[src/verilog/blk_encap_pkg.sv]
// Constants, carriers and CRC helpers for the 65-bit block encapsulator
package blk_encap_pkg;
  // ==========================================================
  // Block layout
  localparam int BLK_W     = 65;
  localparam int DATA_W    = 64;
  localparam int TYPE_POS  = 0;
  localparam int EF_POS    = 1;
  localparam int EO_POS    = 2;
  localparam int PCRC_POS  = 8;
  localparam int SF_POS    = 16;
  localparam int SO_POS    = 17;
  localparam int PROTO_POS = 24;
  localparam int LF_POS    = 32;
  localparam int LV_POS    = 33;
  localparam int PS_POS    = 50;
  localparam int CONTROL_CRC_HI   = 56;
  localparam int CONTROL_CRC_POS  = 57;
  localparam logic [7:0] CONTROL_CRC_POLY  = 8'h63;
  localparam logic [7:0] PCRC_POLY  = 8'h9B;
  localparam logic [7:0] PROTO_IDLE = 8'h00;
  localparam logic [7:0] PROTO_ETH  = 8'h01;
  localparam logic [7:0] PROTO_PAD  = 8'hFF;
  localparam logic [7:0] IDLE_CONTROL_CRC  = 8'h87;
  localparam logic [7:0] PAD_CONTROL_CRC   = 8'h90;
  localparam logic [6:0] SO_SKIP    = 7'h40;
  localparam logic [5:0] OFF_LAST   = 6'h3F;
  localparam logic [6:0] ONE_BIT    = 7'h01;

  // ==========================================================
  // Carriers
  typedef enum logic [1:0] {ST_IDLE = 2'b00, ST_BODY = 2'b01, ST_TAIL = 2'b11} tx_st_t;
  typedef struct packed {
    logic [63:0] data;     // Bit 0 is the first packet bit
    logic [6:0]  nbits;    // Valid bits 1..64, read on eop word
    logic        sop;
    logic        eop;
    logic        len_flag;
    logic [16:0] len;
  } tx_word_t;
  typedef struct packed {
    logic [63:0] data;
    logic [5:0]  first;
    logic [5:0]  last;
    logic        sop;
    logic        eop;
    logic        err;
  } rx_word_t;
  typedef struct packed {
    logic        ef;
    logic [5:0]  eo;
    logic [7:0]  pcrc;
    logic        sf;
    logic [6:0]  so;
    logic [7:0]  proto;
    logic        lf;
    logic [16:0] lv;
  } ctrl_t;

  // ==========================================================
  // CRC helpers; serial Galois form, register S7..S0
  function automatic logic [7:0] crc_step(logic [7:0] s, logic d, logic [7:0] poly);
    crc_step = {s[6:0], 1'b0} ^ ((d ^ s[7]) ? poly : 8'h00);
  endfunction : crc_step

  function automatic logic [7:0] crc_span(logic [7:0] s, logic [63:0] d, int lo, int hi,
                                          logic [7:0] poly);
    logic [7:0] c;
    c = s;
    for (int j = 0; j < DATA_W; j++) begin
      if (j >= lo && j <= hi) c = crc_step(c, d[j], poly);
    end
    crc_span = c;
  endfunction : crc_span

  // S7 goes on the wire first, so it lands at the lowest field bit
  function automatic logic [7:0] rev8(logic [7:0] v);
    for (int j = 0; j < 8; j++) rev8[j] = v[7-j];
  endfunction : rev8

  function automatic logic [7:0] control_crc_of(logic [BLK_W-1:0] b);
    logic [7:0] c;
    c = 8'h00;
    for (int j = 0; j <= CONTROL_CRC_HI; j++) c = crc_step(c, b[j], CONTROL_CRC_POLY);
    control_crc_of = c;
  endfunction : control_crc_of

  function automatic logic [BLK_W-1:0] mk_ctrl(ctrl_t c);
    logic [BLK_W-1:0] b;
    b = '0;
    b[TYPE_POS]       = 1'b1;
    b[EF_POS]         = c.ef;
    b[EO_POS +: 6]    = c.eo;
    b[PCRC_POS +: 8]  = rev8(c.pcrc);
    b[SF_POS]         = c.sf;
    b[SO_POS +: 7]    = c.so;
    b[PROTO_POS +: 8] = c.proto;
    b[LF_POS]         = c.lf;
    b[LV_POS +: 17]   = c.lv;
    b[CONTROL_CRC_POS +: 8]  = rev8(control_crc_of(b));
    mk_ctrl = b;
  endfunction : mk_ctrl

  // Fixed check values already sit in field order, S7 at the lowest bit
  localparam logic [BLK_W-1:0] IDLE_BLK = {IDLE_CONTROL_CRC, 56'h0, 1'b1};
  localparam logic [BLK_W-1:0] PAD_BLK  = {PAD_CONTROL_CRC, 25'h0, PROTO_PAD, 23'h0, 1'b1};
endpackage : blk_encap_pkg

[src/verilog/block_packet_encapsulator.sv]
// Block encapsulator: packet words to 65-bit blocks and back
`timescale 1ns/1ps
module block_packet_encapsulator #(
  parameter int FRAME_BITS = 8224
) (
  input  wire logic                      ref_clk_i,   // 200 MHz clock
  input  wire logic                      sys_rst_i,   // Async reset, high
  input  wire blk_encap_pkg::tx_word_t   in_word_i,   // Packet word from source
  input  wire logic                      in_valid_i,  // Source word valid
  output logic                           in_ready_o,  // Word accepted when high
  output logic [64:0]                    tx_block_o,  // Current outgoing block
  input  wire logic                      tx_take_i,   // Sink consumes block
  output logic [13:0]                    next_ptr_o,  // First block start next frame
  input  wire logic [64:0]               rx_block_i,  // Received block
  input  wire logic                      rx_valid_i,  // Received block valid
  output blk_encap_pkg::rx_word_t        rx_word_o,   // De-encapsulated word
  output logic                           rx_valid_o,  // Word valid pulse
  output logic                           rx_drop_o    // Bad control block pulse
);
  // ==========================================================
  // State
  typedef struct packed {
    blk_encap_pkg::tx_st_t   st;
    blk_encap_pkg::tx_word_t hold;
    logic                    hold_v;
    logic                    in_rdy;
    logic                    b2b;
    logic [7:0]              pcrc;
    logic [64:0]             blk;
    logic                    last_blk;
    logic                    prev_end;
    logic [5:0]              prev_eo;
    logic [13:0]             pos;
    logic [13:0]             ptr;
    logic                    rx_pend_s;
    logic                    rx_skip;
    logic                    rx_pend_e;
    logic                    rx_in;
    logic [6:0]              rx_so;
    logic [5:0]              rx_eo;
    logic [7:0]              rx_exp;
    logic [7:0]              rx_crc;
    blk_encap_pkg::rx_word_t rxw;
    logic                    rx_v;
    logic                    rx_drop;
  } state_t;

  localparam state_t RST_STATE = '{st: blk_encap_pkg::ST_IDLE,
                                   blk: blk_encap_pkg::IDLE_BLK, default: '0};
  localparam logic [13:0] FRAME_LEN = 14'(FRAME_BITS);
  localparam logic [13:0] BLK_LEN   = 14'(blk_encap_pkg::BLK_W);

  state_t r;
  state_t next_r;

  function automatic logic [63:0] keep_mask(logic [6:0] n);
    for (int j = 0; j < blk_encap_pkg::DATA_W; j++) keep_mask[j] = (j < int'(n));
  endfunction : keep_mask

  // ==========================================================
  // Next state
  always_comb begin
    blk_encap_pkg::ctrl_t c;
    logic [13:0]          npos;
    logic                 st_here;
    logic [5:0]           lo;
    logic [5:0]           hi;
    logic [7:0]           crc;
    logic [63:0]          rxd;
    c       = '0;
    npos    = '0;
    st_here = 1'b0;
    lo      = '0;
    hi      = '0;
    crc     = '0;
    rxd     = rx_block_i[blk_encap_pkg::BLK_W-1:1];
    next_r  = r;
    next_r.rx_v    = 1'b0;
    next_r.rx_drop = 1'b0;
    c.proto = blk_encap_pkg::PROTO_ETH;

    if (tx_take_i) begin
      next_r.prev_end = r.blk[blk_encap_pkg::TYPE_POS] & r.blk[blk_encap_pkg::EF_POS];
      next_r.prev_eo  = r.blk[blk_encap_pkg::EO_POS +: 6];
      next_r.last_blk = 1'b0;
      // Block start positions walk through the frame
      npos = r.pos + BLK_LEN;
      if (npos >= FRAME_LEN) begin
        npos       = npos - FRAME_LEN;
        next_r.ptr = npos;
      end
      next_r.pos = npos;
      case (r.st)
        blk_encap_pkg::ST_IDLE: begin
          if (r.hold_v && r.hold.sop) begin
            c.sf = 1'b1;
            c.so = '0;
            c.lf = r.hold.len_flag;
            c.lv = r.hold.len;
            if (r.hold.eop) begin
              // Short packet: start and end in one control block
              c.ef   = 1'b1;
              c.eo   = 6'(r.hold.nbits - blk_encap_pkg::ONE_BIT);
              c.pcrc = blk_encap_pkg::crc_span(8'h00, r.hold.data, 0,
                         int'(r.hold.nbits) - 1, blk_encap_pkg::PCRC_POLY);
              next_r.st = blk_encap_pkg::ST_TAIL;
            end else begin
              next_r.st = blk_encap_pkg::ST_BODY;
            end
            next_r.blk  = blk_encap_pkg::mk_ctrl(c);
            next_r.pcrc = 8'h00;
          end else begin
            next_r.blk = blk_encap_pkg::IDLE_BLK;
            // A stray word without start is discarded
            if (r.hold_v) next_r.hold_v = 1'b0;
          end
        end
        blk_encap_pkg::ST_BODY: begin
          if (!r.hold_v) begin
            // Underrun inside a packet: pad keeps blocks flowing
            next_r.blk = blk_encap_pkg::PAD_BLK;
          end else if (r.hold.eop) begin
            c.ef   = 1'b1;
            c.eo   = 6'(r.hold.nbits - blk_encap_pkg::ONE_BIT);
            c.pcrc = blk_encap_pkg::crc_span(r.pcrc, r.hold.data, 0,
                       int'(r.hold.nbits) - 1, blk_encap_pkg::PCRC_POLY);
            // Next start already waiting: announce it two data blocks ahead
            if (in_valid_i && in_word_i.sop) begin
              c.sf = 1'b1;
              c.so = blk_encap_pkg::SO_SKIP;
              c.lf = in_word_i.len_flag;
              c.lv = in_word_i.len;
            end
            next_r.b2b = in_valid_i & in_word_i.sop;
            next_r.blk = blk_encap_pkg::mk_ctrl(c);
            next_r.st  = blk_encap_pkg::ST_TAIL;
          end else begin
            next_r.blk    = {r.hold.data, 1'b0};
            next_r.pcrc   = blk_encap_pkg::crc_span(r.pcrc, r.hold.data, 0,
                              blk_encap_pkg::DATA_W - 1, blk_encap_pkg::PCRC_POLY);
            next_r.hold_v = 1'b0;
          end
        end
        blk_encap_pkg::ST_TAIL: begin
          // Bits past the packet end are forced to zero
          next_r.blk      = {r.hold.data & keep_mask(r.hold.nbits), 1'b0};
          next_r.hold_v   = 1'b0;
          next_r.last_blk = 1'b1;
          next_r.pcrc     = 8'h00;
          next_r.b2b      = 1'b0;
          next_r.st       = r.b2b ? blk_encap_pkg::ST_BODY : blk_encap_pkg::ST_IDLE;
        end
        default: begin
          next_r.st  = blk_encap_pkg::ST_IDLE;
          next_r.blk = blk_encap_pkg::IDLE_BLK;
        end
      endcase
    end

    // Load only into an empty holding slot; never collides with a take
    if (in_valid_i && r.in_rdy) begin
      next_r.hold   = in_word_i;
      next_r.hold_v = 1'b1;
    end
    next_r.in_rdy = !next_r.hold_v;

    // ==========================================================
    // Receive path
    if (rx_valid_i) begin
      if (rx_block_i[blk_encap_pkg::TYPE_POS]) begin
        if (blk_encap_pkg::control_crc_of(rx_block_i) !=
            blk_encap_pkg::rev8(rx_block_i[blk_encap_pkg::CONTROL_CRC_POS +: 8])) begin
          next_r.rx_drop = 1'b1;
        end else begin
          if (rx_block_i[blk_encap_pkg::EF_POS]) begin
            next_r.rx_pend_e = 1'b1;
            next_r.rx_eo     = rx_block_i[blk_encap_pkg::EO_POS +: 6];
            next_r.rx_exp    = blk_encap_pkg::rev8(rx_block_i[blk_encap_pkg::PCRC_POS +: 8]);
          end
          if (rx_block_i[blk_encap_pkg::SF_POS]) begin
            next_r.rx_pend_s = 1'b1;
            next_r.rx_so     = rx_block_i[blk_encap_pkg::SO_POS +: 7];
            next_r.rx_skip   = (rx_block_i[blk_encap_pkg::SO_POS +: 7] ==
                                blk_encap_pkg::SO_SKIP);
          end
        end
      end else begin
        // Limitation: an end and a non-deferred start in one block are not split
        st_here = r.rx_pend_s && !r.rx_skip;
        lo      = st_here ? r.rx_so[5:0] : 6'h00;
        hi      = r.rx_pend_e ? r.rx_eo : blk_encap_pkg::OFF_LAST;
        if (r.rx_in || st_here) begin
          crc = blk_encap_pkg::crc_span(st_here ? 8'h00 : r.rx_crc, rxd, int'(lo), int'(hi),
                                        blk_encap_pkg::PCRC_POLY);
          next_r.rx_crc    = crc;
          next_r.rxw.data  = rxd;
          next_r.rxw.first = lo;
          next_r.rxw.last  = hi;
          next_r.rxw.sop   = st_here;
          next_r.rxw.eop   = r.rx_pend_e;
          next_r.rxw.err   = r.rx_pend_e && (crc != r.rx_exp);
          next_r.rx_v      = 1'b1;
          next_r.rx_in     = !r.rx_pend_e;
        end
        next_r.rx_pend_e = 1'b0;
        next_r.rx_skip   = 1'b0;
        if (st_here) next_r.rx_pend_s = 1'b0;
      end
    end
  end

  always_ff @(posedge ref_clk_i or posedge sys_rst_i) begin
    if (sys_rst_i) begin
      r <= RST_STATE;
    end else begin
      r <= next_r;
    end
  end

  assign in_ready_o = r.in_rdy;
  assign tx_block_o = r.blk;
  assign next_ptr_o = r.ptr;
  assign rx_word_o  = r.rxw;
  assign rx_valid_o = r.rx_v;
  assign rx_drop_o  = r.rx_drop;
endmodule : block_packet_encapsulator

[config.mk]
export PLATFORM = sky130hd
export DESIGN_NAME = block_packet_encapsulator
export DESIGN_NICKNAME = d
export VERILOG_FILES = /design/src/verilog/blk_encap_pkg.sv /design/src/verilog/block_packet_encapsulator.sv
export SDC_FILE = /design/constraint.sdc
export NUM_CORES = 2
export LEC_CHECK = 0
export BUFFER_PORTS_ARGS = -buffer_cell sky130_fd_sc_hd__buf_2
export CORE_ASPECT_RATIO = 0.9
export CORE_MARGIN = 2
export CORE_UTILIZATION = 30
export CTS_CLUSTER_DIAMETER = 30
export DETAILED_ROUTE_END_ITERATION = 12
export MAX_ROUTING_LAYER = met4
export PLACE_DENSITY_LB_ADDON = 0.15
export RECOVER_POWER = 25
export REMOVE_ABC_BUFFERS = 1
export SYNTH_ARGS = -nofsm -noshare
export SYNTH_HDL_FRONTEND = slang
export SYNTH_SLANG_ARGS = --single-unit
[constraint.sdc]
create_clock -name ref_clk_i -period 66.1 [get_ports ref_clk_i]
set_input_delay 0 -clock ref_clk_i [delete_from_list [all_inputs] [get_ports ref_clk_i]]
set_output_delay 0 -clock ref_clk_i [all_outputs]
set_load 0.02 [all_outputs]
==> impl_metrics.py <==
metrics = {
    "clock_network": {
        "path_clk_slew_ps": 40,
        "cts_buffers": 94,
        "cts_tree": "yes",
        "cts_htree_levels": 3,
        "cts_sinks": 310,
        "insertion_delay_ps": 760,
        "ctsLongestPathBuffers": 3,
        "cts-root-buf": "clkbuf_16",
    },
    "final_layout": {
        "area_growth_pct": 12.8,
        "n_fill_cell": 24400,
        "final_cell_mix": "xnor2_1, nand2_1, nor2_1",
        "finish.utilization_pct": 34.1,
        "drive_gt1_share_pct": 11.6,
        "nets": 9307,
        "final_common_cell": "xnor2_1",
    },
    "sta": {
        "post-route-min-period_ps": 34290,
        "setup-tns-final_ps": 0,
        "relSlewSlack_pct": -203,
        "hold_viol": 0,
        "finalSetupViolCount": 0,
        "tightestPinTransition_ps": 4520,
        "final-max-slew-violation-count": 77,
        "fin_skew_ps": 63.6,
        "rsz0062_at_grt": "false",
        "fin_hold_ws_ps": 37.8,
        "fin_crit_sh_pct": 51.9,
        "fmax_mhz": 29.2,
    },
    "outcome": {
        "status": "finished with violations",
        "violations": "capacitance limit, slew limit",
    },
    "placed_design": {
        "port_buffers": 321,
        "dp_hpwl_um": 232000,
        "place.gp.congestion": 0.948,
    },
    "synth": {
        "syn_area_um2": 68700,
        "synth_top_cell_area_share_pct": 13.3,
        "dominantRegCellSynth": "dfrtp_1",
        "synth_cell_types": 138,
        "post-synth-top-area-cell": "xnor2_1",
        "synthCells": 9101,
        "ys_warn_count": 0,
        "yosysSeqAreaShare_pct": 11.3,
        "synthTopCellsByArea": "xnor2_1, dfrtp_1, xnor3_1, nand2_1, nor2_1",
        "synth-seq-cells": 310,
        "async_flop_share_pct": 100,
        "synth_top_family_by_area": "compound AO/OA/AOI/OAI gates",
        "synth_compound_area_share_pct": 27.9,
        "synthAdderAreaFrac_pct": 0.146,
        "synth-xor-area-share_pct": 27.4,
        "syn_area_per_cell_um2": 7.55,
        "synthMuxAreaShare_pct": 6.47,
        "synth-simple-area-share_pct": 20.9,
        "synth-edff-count": 0,
    },
    "hold_path": {
        "hold_start": "rx_block_i[1]",
        "holdPathStages": 3,
        "whs_endpoint": "rx_word_o[15]",
        "min_path_type": "primary input to register",
    },
    "critical_path": {
        "reg2regPathDepth": 95,
        "critPathLaunchType": "register",
        "crit_top_cell": "xnor3_1",
        "reg2reg_from": "r[247]",
        "slowest_stage": "dfrtp_1",
        "critPathTopFamily": "XOR/XNOR gates",
        "cp.required_ps": 66730,
        "critPathBufInv": 1,
        "r2r-end": "tx_block_o[58]",
        "setup.worst_path.end_class": "register",
        "timing_worst_setup_path_type": "register to register",
        "critPathMaxStageDelay_ps": 1070,
        "critPathArrivalTime_ps": 34920,
        "worstPathMaxFanout": 23,
        "r2r_slack_ps": 31810,
    },
    "floorplanning": {
        "die_area_um2": 233000,
        "core-area_um2": 228000,
        "die_h_um": 458,
        "placementRows": 166,
        "die_w_um": 509,
        "pin_count": 322,
        "start_util_pct": 30.2,
    },
    "global_route": {
        "antenna_found_initial": 14,
        "grt_pass1_vias": 68200,
        "grt_pass1_wl_um": 442000,
        "grtUsageTotal_pct": 25.0,
        "grt_max_degree": 80,
        "gr-total-overflow": 0,
    },
    "run": {
        "maxCapViolations": 1,
    },
    "route": {
        "via_count": 71300,
        "postRouteAntennaNets": 0,
        "first_pass_iters": 7,
        "wire_per_inst_um": 24.1,
        "routed_wl_um": 296000,
        "first_iter_violations": 6194,
        "vias_per_cell": 5.82,
        "drc_errors": 0,
    },
}
==> cell families after synthesis <==
group / count (synthesis)
and+or+nand+nor: 3011
AOI/OAI and AO/OA: 2781
xor gates and xnor gates: 1672
buffers and inverters: 906
muxes: 413
DFF: 310
adders and majority gates: 8
==> cell usage after synthesis (all sizes together) (28+ instances only) <==
library cell and instances:
xnor2 1072, nand3 255, xnor3 252, a211o 57, o21a 115, a22oi 56
a21o 103, o22ai 62, a31oi 129, o221ai 36, nand2b 69, buf 246
o211a 39, a311oi 37, and2 134, nor3 275, nor2 800, mux2i 226
and3 121, nand2 902, nor4 73, a2111oi 37, o2bb2ai 52, a21boi 40
a211oi 185, mux2 184, o211ai 153, inv 109, clkbuf 533, dfrtp 305
or2 64, o21ai 621, xor2 326, or4 28, a21oi 562, o31ai 62
and4 32, or3 113, nand4 54, a221oi 61
==> routing by layer <==
metal | GRT usage [%] | wire (um) | up-vias
li1 | - | - | 33400
met4 | 9.42 | 12600 | 0
met2 | 39.5 | 135000 | 2514
met1 | 32.8 | 132000 | 35000
met3 | 2.63 | 15500 | 467
met5 | - | 0 | -
==> worst register-to-register path: cells and delay by family, from the launching register on <==
family / cells / cell delay [ps]
AO/OA/AOI/OAI: 28 / 9550
XOR/XNOR: 36 / 13650
adder cells (fa/ha/maj): 1 / 560
buffers and inverters: 1 / 260
flip-flops: 1 / 1070
multiplexers: 6 / 2520
AND/OR/NAND/NOR: 23 / 6500
==> how the worst max path moves through the flow <==
| stage | startpoint | to | slack [ps] | depth (start not counted) |
|---|---|---|---|---|
| 2_1_floorplan | r[246] | tx_block_o[63] | 37400 | 93 |
| 4_1_cts | r[247] | tx_block_o[58] | 32380 | 95 |
| 6_report | r[247] | tx_block_o[58] | 31810 | 95 |
| 3_3_place_gp | r[247] | tx_block_o[58] | 32860 | 95 |
| 5_1_grt | r[247] | tx_block_o[58] | 30090 | 95 |
| 3_5_place_dp | r[247] | tx_block_o[58] | 32480 | 95 |
==> layout make-up <==
cell class | instances | area [um^2] | share of cell area, %
inverter | 127 | 478 | 0.616
clock inverter | 57 | 953 | 1.23
timing repair buffer | 720 | 4890 | 6.30
tap | 3024 | 3780 | 4.88
multi-input combinational | 7885 | 57100 | 73.6
sequential | 310 | 7760 | 10.0
clock buffer | 120 | 2570 | 3.31
antenna | 10 | 25.0 | 0.0323
==> registers in the layout (all words and copies together), names as in the netlist <==
register	flops
tx_block_o	65
rx_valid_o	1
rx_drop_o	1
r	149
in_ready_o	1
next_ptr_o	14
rx_word_o	79
==> stage by stage <==
| stage | setup slack [ps] | instances | cell area (um^2) |
|---|---|---|---|
| after floorplan | 37400 | 8322 | 65100 |
| after global placement | 32860 | 11900 | 72400 |
| after detailed placement | 32480 | 11900 | 72400 |
| after CTS | 32380 | 12200 | 77700 |
| after global routing | 30090 | 12300 | 77600 |
| final | 31810 | 12300 | 77600 |
==> timing repair <==
| action | CTS | global route |
|---|---|---|
| buffers inserted | 0 | 0 |
| hold buffers | 173 | 0 |
| endpoints found under the hold margin | 303 | 0 |
| gates resized for setup | 0 | 0 |
Power is left out: the tool's default activity adds up to more than one toggle a clock period on the data nets, which glitch-free logic cannot reach.
